--- src/verilog/sim_regs_pkg.sv ---
`default_nettype none
package sim_regs_pkg;
    // ==========================================================
    // bus geometry
    localparam int ADDR_W = 16;
    localparam int DATA_W = 8;

    // ==========================================================
    // register addresses
    localparam logic [15:0] ADDR_BREAK_STATUS = 16'hfe00;
    localparam logic [15:0] ADDR_RESET_SOURCE = 16'hfe01;
    localparam logic [15:0] ADDR_BREAK_FLAG_CONTROL = 16'hfe03;

    // ==========================================================
    // field positions
    localparam int BW_BIT = 1;
    localparam int BREAK_CLEAR_ENABLE_BIT = 7;
    localparam int RS_POR_BIT = 7;
    localparam int RS_PIN_BIT = 6;
    localparam int RS_WDOG_BIT = 5;
    localparam int RS_BADOP_BIT = 4;
    localparam int RS_BADFETCH_BIT = 3;
    localparam int RS_UV_BIT = 1;

    // ==========================================================
    // implemented-bit masks and reset values
    localparam logic [7:0] BREAK_STATUS_MASK = 8'h02;
    localparam logic [7:0] RESET_SOURCE_MASK = 8'hfa;
    localparam logic [7:0] BREAK_FLAG_CONTROL_MASK = 8'h80;
    localparam logic [7:0] BREAK_STATUS_RST = 8'h00;
    localparam logic [7:0] RESET_SOURCE_POR = 8'h80;
    localparam logic [7:0] BREAK_FLAG_CONTROL_RST = 8'h00;
    localparam logic [7:0] DATA_ZERO = 8'h00;

    // ==========================================================
    // carriers
    typedef struct packed {
        logic [15:0] addr;
        logic rd;
        logic wr;
        logic [7:0] wdata;
    } cpu_req_t;

    typedef struct packed {
        logic pin;
        logic wdog;
        logic bad_op;
        logic bad_fetch;
        logic fetch_cycle;
        logic uv;
    } rst_evt_t;
endpackage
`default_nettype wire

--- src/verilog/flag_clear_guard.sv ---
`timescale 1ns/1ps
`default_nettype none
module flag_clear_guard
    import sim_regs_pkg::*;
#(
    parameter int NUM_FLAGS = 4
)
(
    input wire logic clk,                      // system clock
    input wire logic sys_rst,                  // async reset, high
    input wire logic ce,                       // clock enable
    input wire logic allow,                    // clearing permitted now
    input wire logic [NUM_FLAGS-1:0] arm,      // first step of clear
    input wire logic [NUM_FLAGS-1:0] step2,    // second step of clear
    output logic [NUM_FLAGS-1:0] grant         // clear strobe to flag
);
    // ==========================================================
    // per-flag two-step tracking
    logic [NUM_FLAGS-1:0] arm_reg;
    logic [NUM_FLAGS-1:0] arm_next;
    logic [NUM_FLAGS-1:0] grant_next;

    genvar g;
    generate
        for (g = 0; g < NUM_FLAGS; g = g + 1)
        begin : g_flag
            // blocked second step leaves the first step pending
            assign grant_next[g] = step2[g] & arm_reg[g] & allow;
            // a fresh first step beats the consume
            assign arm_next[g] = arm[g] ? 1'b1 :
                                 (grant_next[g] ? 1'b0 : arm_reg[g]);
        end
    endgenerate

    always_ff @(posedge clk or posedge sys_rst)
    begin
        if (sys_rst)
        begin
            arm_reg <= '0;
            grant <= '0;
        end
        else if (ce)
        begin
            arm_reg <= arm_next;
            grant <= grant_next;
        end
    end
endmodule
`default_nettype wire

--- src/verilog/sim_reset_break_status_regs.sv ---
`timescale 1ns/1ps
`default_nettype none
// Function
// - Decode the three registers at fixed addresses FE00, FE01 and FE03.
// - Set break-wait-exit flag when a break ends WAIT; else it stays clear.
// - Writing 0 clears break-wait-exit flag; any reset clears it too.
// - Break-wait-exit flag stays readable during the break service routine.
// - Six reset-source flags; reading the register clears all of them.
// - Power-on reset sets power-on flag and clears all other source flags.
// - External reset pin sets its flag; power-on or read clears it.
// - Watchdog reset sets its flag; power-on or read clears it.
// - Illegal opcode reset sets its flag; power-on or read clears it.
// - Bad-fetch flag set only by opcode fetches from illegal addresses.
// - Undervoltage reset sets its flag; power-on or read clears it.
// - In break, peripheral flag clears allowed only when enable bit is 1.
// - Break-clear-enable is a plain read/write control bit.
// - Flags cleared in break with clearing enabled stay cleared afterwards.
// - Two-step clears blocked in break; later second step clears normally.
module sim_reset_break_status_regs
    import sim_regs_pkg::*;
#(
    parameter int NUM_GUARD = 4
)
(
    input wire logic clk,                        // 100 MHz system clock
    input wire logic sys_rst,                    // async power-on reset
    input wire logic ce,                         // clock enable
    input wire cpu_req_t cpu,                    // cpu register access
    input wire rst_evt_t evt,                    // internal reset events
    input wire logic wait_mode,                  // core is in WAIT
    input wire logic break_irq,                  // break interrupt pulse
    input wire logic break_active,               // core in break state
    input wire logic [NUM_GUARD-1:0] guard_arm,  // peripheral clear step 1
    input wire logic [NUM_GUARD-1:0] guard_step2, // peripheral clear step 2
    output logic [7:0] rdata,                    // read data
    output logic rd_valid,                       // read data valid
    output logic break_wait_exit_flag,           // flag mirror
    output logic clear_allow,                    // peripherals may clear
    output logic [NUM_GUARD-1:0] guard_grant     // clear strobes
);
    // ==========================================================
    // address decode
    logic [7:0] break_status_reg;
    logic [7:0] reset_source_reg;
    logic [7:0] break_flag_control_reg;
    logic clear_allow_reg;

    wire sel_bs = (cpu.addr == ADDR_BREAK_STATUS);
    wire sel_rs = (cpu.addr == ADDR_RESET_SOURCE);
    wire sel_bfc = (cpu.addr == ADDR_BREAK_FLAG_CONTROL);
    wire wr_bs = ce & cpu.wr & sel_bs;
    wire wr_bfc = ce & cpu.wr & sel_bfc;
    wire rd_rs = ce & cpu.rd & sel_rs;

    // ==========================================================
    // break-wait-exit flag
    wire any_int_rst = evt.pin | evt.wdog | evt.bad_op |
                       (evt.bad_fetch & evt.fetch_cycle) | evt.uv;
    wire bw_set = break_irq & wait_mode;
    wire bw_wr_clr = wr_bs & ~cpu.wdata[BW_BIT];
    // set beats both clears so a break landing on the write is kept
    wire bw_next = bw_set ? 1'b1 :
                   ((any_int_rst | bw_wr_clr) ? 1'b0 :
                    break_status_reg[BW_BIT]);
    wire [7:0] bs_next = {6'b00_0000, bw_next, 1'b0} & BREAK_STATUS_MASK;

    // ==========================================================
    // reset source flags
    wire [7:0] rs_set;
    assign rs_set[RS_POR_BIT] = 1'b0;
    assign rs_set[RS_PIN_BIT] = evt.pin;
    assign rs_set[RS_WDOG_BIT] = evt.wdog;
    assign rs_set[RS_BADOP_BIT] = evt.bad_op;
    // data accesses to bad addresses must not mark the fetch source
    assign rs_set[RS_BADFETCH_BIT] = evt.bad_fetch
                                     & evt.fetch_cycle;
    assign rs_set[2] = 1'b0;
    assign rs_set[RS_UV_BIT] = evt.uv;
    assign rs_set[0] = 1'b0;
    // a reset arriving with the read survives it
    wire [7:0] rs_next = ((rd_rs ? DATA_ZERO : reset_source_reg) | rs_set)
                         & RESET_SOURCE_MASK;

    // ==========================================================
    // break flag control and clear permission
    wire [7:0] bfc_wval = cpu.wdata & BREAK_FLAG_CONTROL_MASK;
    wire [7:0] bfc_next = wr_bfc ? bfc_wval
                                 : break_flag_control_reg;
    wire break_clear_enable = break_flag_control_reg[BREAK_CLEAR_ENABLE_BIT];
    wire allow_now = ~break_active | break_clear_enable;

    // ==========================================================
    // read mux; unmapped addresses answer zero
    wire [7:0] rd_mux = sel_bs ? break_status_reg :
                        (sel_rs ? reset_source_reg :
                         (sel_bfc ? break_flag_control_reg : DATA_ZERO));
    wire [7:0] rdata_next = cpu.rd ? rd_mux : rdata;

    always_ff @(posedge clk or posedge sys_rst)
    begin
        if (sys_rst)
        begin
            break_status_reg <= BREAK_STATUS_RST;
            reset_source_reg <= RESET_SOURCE_POR;
            break_flag_control_reg <= BREAK_FLAG_CONTROL_RST;
            clear_allow_reg <= 1'b1;
            rdata <= DATA_ZERO;
            rd_valid <= 1'b0;
        end
        else if (ce)
        begin
            break_status_reg <= bs_next;
            reset_source_reg <= rs_next;
            break_flag_control_reg <= bfc_next;
            clear_allow_reg <= allow_now;
            rdata <= rdata_next;
            rd_valid <= cpu.rd;
        end
    end

    assign break_wait_exit_flag = break_status_reg[BW_BIT];
    assign clear_allow = clear_allow_reg;

    // ==========================================================
    // peripheral clear gating; a granted clear is final in the
    // peripheral, so nothing here restores it after break
    flag_clear_guard #(
        .NUM_FLAGS(NUM_GUARD)
    ) u_guard (
        .clk(clk),
        .sys_rst(sys_rst),
        .ce(ce),
        .allow(allow_now),
        .arm(guard_arm),
        .step2(guard_step2),
        .grant(guard_grant)
    );

    logic first_reg;
    always_ff @(posedge clk or posedge sys_rst)
    begin
        if (sys_rst)
            first_reg <= 1'b1;
        else
            first_reg <= 1'b0;
    end
endmodule
`default_nettype wire
--- config.mk ---
export PLATFORM = sky130hd
export DESIGN_NAME = sim_reset_break_status_regs
export DESIGN_NICKNAME = d
export VERILOG_FILES = /design/src/verilog/sim_regs_pkg.sv /design/src/verilog/flag_clear_guard.sv /design/src/verilog/sim_reset_break_status_regs.sv
export SDC_FILE = /design/constraint.sdc
export NUM_CORES = 1
export LEC_CHECK = 0
export BUFFER_PORTS_ARGS = -buffer_cell sky130_fd_sc_hd__buf_2
export CORE_ASPECT_RATIO = 1.75
export CORE_MARGIN = 4
export CORE_UTILIZATION = 45
export CTS_BUF_LIST = sky130_fd_sc_hd__clkbuf_4
export DETAILED_ROUTE_END_ITERATION = 12
export PLACE_DENSITY = 0.81
export SETUP_SLACK_MARGIN = 0.15
export SLEW_MARGIN = 15
export SYNTH_ARGS = -nofsm -noshare
export SYNTH_HDL_FRONTEND = slang
export SYNTH_HIERARCHICAL = 1
export SYNTH_SLANG_ARGS = --single-unit
--- constraint.sdc ---
create_clock -name clk -period 1.2 [get_ports clk]
set_input_delay 0.18 -clock clk [delete_from_list [all_inputs] [get_ports clk]]
set_output_delay 0.18 -clock clk [all_outputs]
set_load 0.01 [all_outputs]
Yosys cells after proc, flatten, opt, wreduce, memory -nomap -nowiden. Cells that the tools add are included.

Bits of input ports: 46. Output and inout port bits: 15. Bits in registers: 26.

Muxes and demuxes: 14. Bitwise gates (word level): 25. Eq/ne operators: 3. Reduce and logical (&&, ||, !) cells: 12.

Operator list (number): 16-bit == test, second input constant (3); 8-bit two-way mux (4); 1-bit bitwise AND (16); 2-bit AND reduction (7); 1-bit two-way mux (10); 2-bit nonzero test (5); 8-bit by 7-bit bitwise OR with 8-bit output (1); 1-bit bitwise OR (6); 1-bit inverter (2).

Longest topological paths before layout.
Depth in word-level cells: 7. Gate-level depth with buffers: 4.

By module. Netlist, hierarchy kept.

Modules (own cells, without submodules): sim_reset_break_status_regs (times used 1, area each 755.7 sq um, cells an instance 62, sequential area each 402.9 sq um); flag_clear_guard (times used 1, area each 355.3 sq um, cells an instance 32, sequential area each 200.2 sq um).

Worst setup path before layout. OpenSTA, ideal clock, no wires.

Path type: input port to flip-flop. From: input cpu[15] in the netlist's numbering. To: register break_status_reg[1]. Path slack: -0.382 ns. Data required time: 1.074 ns. Stages: 4. Buffers on the path: 0. Arrival: 1.456 ns. Cell sequence: or4_4 > nor4_4 > a41oi_1 > a311o_1.

Longest elaborated chain between the ends: 6.

Ends and longest elaborated chain: start: declaration (RTL line sim_reset_break_status_regs.sv:28) `input wire cpu_req_t cpu,`; 16-bit == test (RTL line sim_reset_break_status_regs.sv:48) `wire sel_bs = (cpu.addr == ADDR_BREAK_STATUS);`; 1-bit bitwise AND (RTL line sim_reset_break_status_regs.sv:51) `wire wr_bs = ce & cpu.wr & sel_bs;`; 1-bit bitwise AND (RTL line sim_reset_break_status_regs.sv:60) `wire bw_wr_clr = wr_bs & ~cpu.wdata[BW_BIT];`; 1-bit bitwise OR (RTL line sim_reset_break_status_regs.sv:63) `((any_int_rst | bw_wr_clr) ? 1'b0 :`; 2-bit nonzero test (no line); 2-bit AND reduction (no line); end signal: assignment (RTL line sim_reset_break_status_regs.sv:112) `break_status_reg <= bs_next;`; end: declaration (RTL line sim_reset_break_status_regs.sv:43) `logic [7:0] break_status_reg;`.

Every way passes these cells. A chain may end at the register's enable or synchronous reset.

Worst setup path after layout.
From: input cpu[15] in the netlist's numbering. To: register reset_source_reg[3].

Longest elaborated chain between the ends: 4.

Ends and longest elaborated chain: 16-bit == test (RTL line sim_reset_break_status_regs.sv:49) `wire sel_rs = (cpu.addr == ADDR_RESET_SOURCE);`; 1-bit bitwise AND (RTL line sim_reset_break_status_regs.sv:53) `wire rd_rs = ce & cpu.rd & sel_rs;`; 8-bit two-way mux (RTL line sim_reset_break_status_regs.sv:81) `wire [7:0] rs_next = ((rd_rs ? DATA_ZERO : reset_source_reg) | rs_set)`; 8-bit by 7-bit bitwise OR with 8-bit output (RTL line sim_reset_break_status_regs.sv:81); end signal: assignment (RTL line sim_reset_break_status_regs.sv:113) `reset_source_reg <= rs_next;`; end: declaration (RTL line sim_reset_break_status_regs.sv:44) `logic [7:0] reset_source_reg;`.

Every way passes these cells.

==> flow_summary.json <==
{
  "worstReg2RegEnd": "rdata[7]",
  "root_buffer": "clkbuf_4",
  "grt.total_usage": 0.166,
  "leakage_nw": 0.788,
  "fin_crit_sh": 1.13,
  "avgSynthCellArea_um2": 11.8,
  "clock_power_share": 0.225,
  "cts.clk_slew.worst_paths_ns": 0.12,
  "drtPass1Iterations": 4,
  "clock_skew_ns": 0.00667,
  "ys_types": 34,
  "die_h_um": 73.7,
  "crit_family": "simple AND/OR/NAND/NOR gates",
  "cp_slowest_stage_delay_ns": 0.57,
  "viasPerCell": 5.38,
  "max_freq_ghz": 0.740,
  "via_count": 979,
  "drtIter0Drc": 11,
  "htree_num_levels": 1,
  "fin_ws_ns": -0.152,
  "synth_fa_ha_area_frac": 0,
  "power.total_mw": 1.43,
  "crit_fanout": 6,
  "mostFrequentLayoutCell": "buf_2",
  "die_w_um": 45.6,
  "reg2reg_depth": 3,
  "cts_sinks": 24,
  "numCtsBuffers": 3,
  "holdPathEnd": "u_guard/arm_reg[0]",
  "grt_antenna_before_repair": 0,
  "synthCells": 94,
  "finalHoldViolCount": 0,
  "dieArea_um2": 3360,
  "pwr-share-comb": 0.169,
  "drtAntennaViolNets": 0,
  "rsz0062_at_grt": "true",
  "synth_mux_area_frac": 0.0394,
  "ys_warn_count": 6,
  "ys_seq_elements": 24,
  "cp-end-kind": "flop",
  "coreArea_um2": 2330,
  "holdWs_ns": 0.113,
  "seqPwrFrac": 0.606,
  "fillers": 201,
  "wirelength_um": 2730,
  "vdd_drop_max_mv": 0.668,
  "routabilityCongestion": 0.720,
  "io_buffer_count": 52,
  "syn2layout_area_growth_pct": 36.3,
  "io_pins": 61,
  "status": "finished with violations",
  "initial_core_util": 0.477,
  "grt_pass1_vias": 1016,
  "violations": "negative setup slack",
  "period_minus_slack_ns": 1.35,
  "wl_per_cell_um": 15.0,
  "synth_xor_area_frac": 0,
  "switching_share": 0.239,
  "gr-total-overflow": 0,
  "drive_gt1_frac": 0.516,
  "synth_compound_area_frac": 0.164,
  "p_int_mw": 1.09,
  "maxSlewViolCount": 0,
  "min_from": "guard_arm[0]",
  "use_met2": 0.330,
  "drc_errors": 0,
  "r2r-start": "reset_source_reg[7]",
  "layout_common_cells": "50 x buf_2, 22 x dfrtp_1, 12 x buf_4",
  "diodes": 0,
  "holdCritPathClass": "in2reg",
  "grtUsageMet3": 0.0245,
  "dpl.hpwl_um": 2280,
  "synth_top_family_by_area": "simple AND/OR/NAND/NOR gates",
  "p_switching_uw": 341,
  "crit_path_cell_trace": "buf_6 > or4_4 > nor4_4 > nand4_2 > a32o_1",
  "grt_max_degree": 18,
  "final_util": 0.649,
  "clockBufferDepth": 2,
  "finalSetupViolCount": 12,
  "cp.arrival_ns": 1.54,
  "ys_seq_area_frac": 0.543,
  "worstPathRequired_ns": 1.38,
  "insertion_delay_ns": 0.29,
  "rows": 23,
  "grt_pass1_wl_um": 4180,
  "cap_violations": 0,
  "cts_tree": "yes",
  "crit_type": "in2reg",
  "powerDensity_nw_per_um2": 944,
  "whs_path_depth": 2,
  "gr-max-usage-layer": "met2",
  "syn-cell-area_um2": 1110,
  "crit_slowest_cell": "or4_4",
  "regToRegSetupSlack_ns": 0.21,
  "yosys.area_share.simple": 0.178,
  "grt_use_met1": 0.168,
  "crit_buf_inv": 1,
  "nets": 205,
  "critPathLaunchType": "input pin"
}
-- area by class of cell --
| type | count | area, um2 | area share |
|---|---|---|---|
| well taps | 25 | 31.3 | 0.0207 |
| clock buffers | 3 | 22.5 | 0.0149 |
| inverters | 7 | 26.3 | 0.0174 |
| repair buffers | 65 | 373 | 0.246 |
| flip-flops and latches | 24 | 603 | 0.398 |
| multi-input cells | 58 | 458 | 0.302 |
-- worst max-delay path by stage --
stage | from | to | depth (start not counted)
global placement | cpu[15] | reset_source_reg[3] | 5
CTS | cpu[15] | reset_source_reg[3] | 5
global route | cpu[15] | reset_source_reg[3] | 5
detailed placement | cpu[15] | reset_source_reg[3] | 5
floorplan | cpu[15] | break_status_reg[1] | 4
finish | cpu[15] | reset_source_reg[3] | 5
-- per-stage QoR --
stage	std cells	worst slack (ns)	cell area [um2]	setup TNS, ns
2_1_floorplan	95	-0.266	1120	-2.58
3_3_place_gp	174	-0.439	1420	-5.02
3_5_place_dp	174	-0.472	1420	-5.51
4_1_cts	179	-0.151	1490	-1.31
5_1_grt	182	-0.195	1510	-1.68
6_report	182	-0.152	1510	-1.27
-- cell usage after synthesis --
| master | number | share of area |
|---|---|---|
| a211oi_1 | 1 | 0.0068 |
| a22o_1 | 11 | 0.087 |
| a22o_2 | 2 | 0.018 |
| a311o_1 | 1 | 0.0090 |
| a32o_1 | 1 | 0.0090 |
| a41oi_1 | 1 | 0.0079 |
| and2_1 | 1 | 0.0056 |
| and3_1 | 1 | 0.0056 |
| and4_1 | 1 | 0.0079 |
| buf_2 | 1 | 0.0045 |
| buf_4 | 3 | 0.020 |
| buf_6 | 1 | 0.010 |
| buf_8 | 1 | 0.014 |
| conb_1 | 1 | 0.0034 |
| dfrtp_1 | 22 | 0.50 |
| dfstp_2 | 2 | 0.047 |
| inv_1 | 7 | 0.024 |
| mux2_1 | 1 | 0.010 |
| mux2_2 | 2 | 0.020 |
| mux2i_1 | 1 | 0.0090 |
| nand2_1 | 2 | 0.0068 |
| nand2b_1 | 1 | 0.0056 |
| nand3_1 | 5 | 0.023 |
| nand4_1 | 7 | 0.039 |
| nand4_2 | 1 | 0.011 |
| nand4bb_1 | 1 | 0.010 |
| nor2_1 | 4 | 0.014 |
| nor2b_1 | 1 | 0.0056 |
| nor3b_1 | 1 | 0.0068 |
| nor4_4 | 1 | 0.019 |
| o21ai_0 | 5 | 0.023 |
| o21ai_1 | 1 | 0.0045 |
| or3b_2 | 1 | 0.0079 |
| or4_4 | 1 | 0.010 |
-- logic make-up after synthesis --
kind of cell / count (synthesis)
and+or+nand+nor: 29
DFF: 24
buffers and inverters: 13
muxes: 4
AOI/OAI and AO/OA: 23
other: 1
-- power groups by stage --
stage	Combinational [mW]	Sequential [mW]	Clock [mW]
2_1_floorplan	0.103	0.890	0
4_1_cts	0.239	0.866	0.325
5_1_grt	0.268	0.871	0.374
3_5_place_dp	0.227	0.881	0
6_report	0.241	0.867	0.322
3_3_place_gp	0.216	0.879	0
-- routing by layer --
layer	vias to the layer above	share of wire
li1	476	-
met1	465	0.34
met2	34	0.58
met3	4	0.063
met4	0	0.011
met5	-	0
-- timing repair --
item                                   4_1_cts  5_1_grt
endpoints found under the hold margin       22        0
hold buffers                                 1        0
pin swaps                                    5        2
setup buffers                                1        3
resized for setup                            6        1
setup endpoints to repair                   21       30
(Power assumes the default switching activity.)
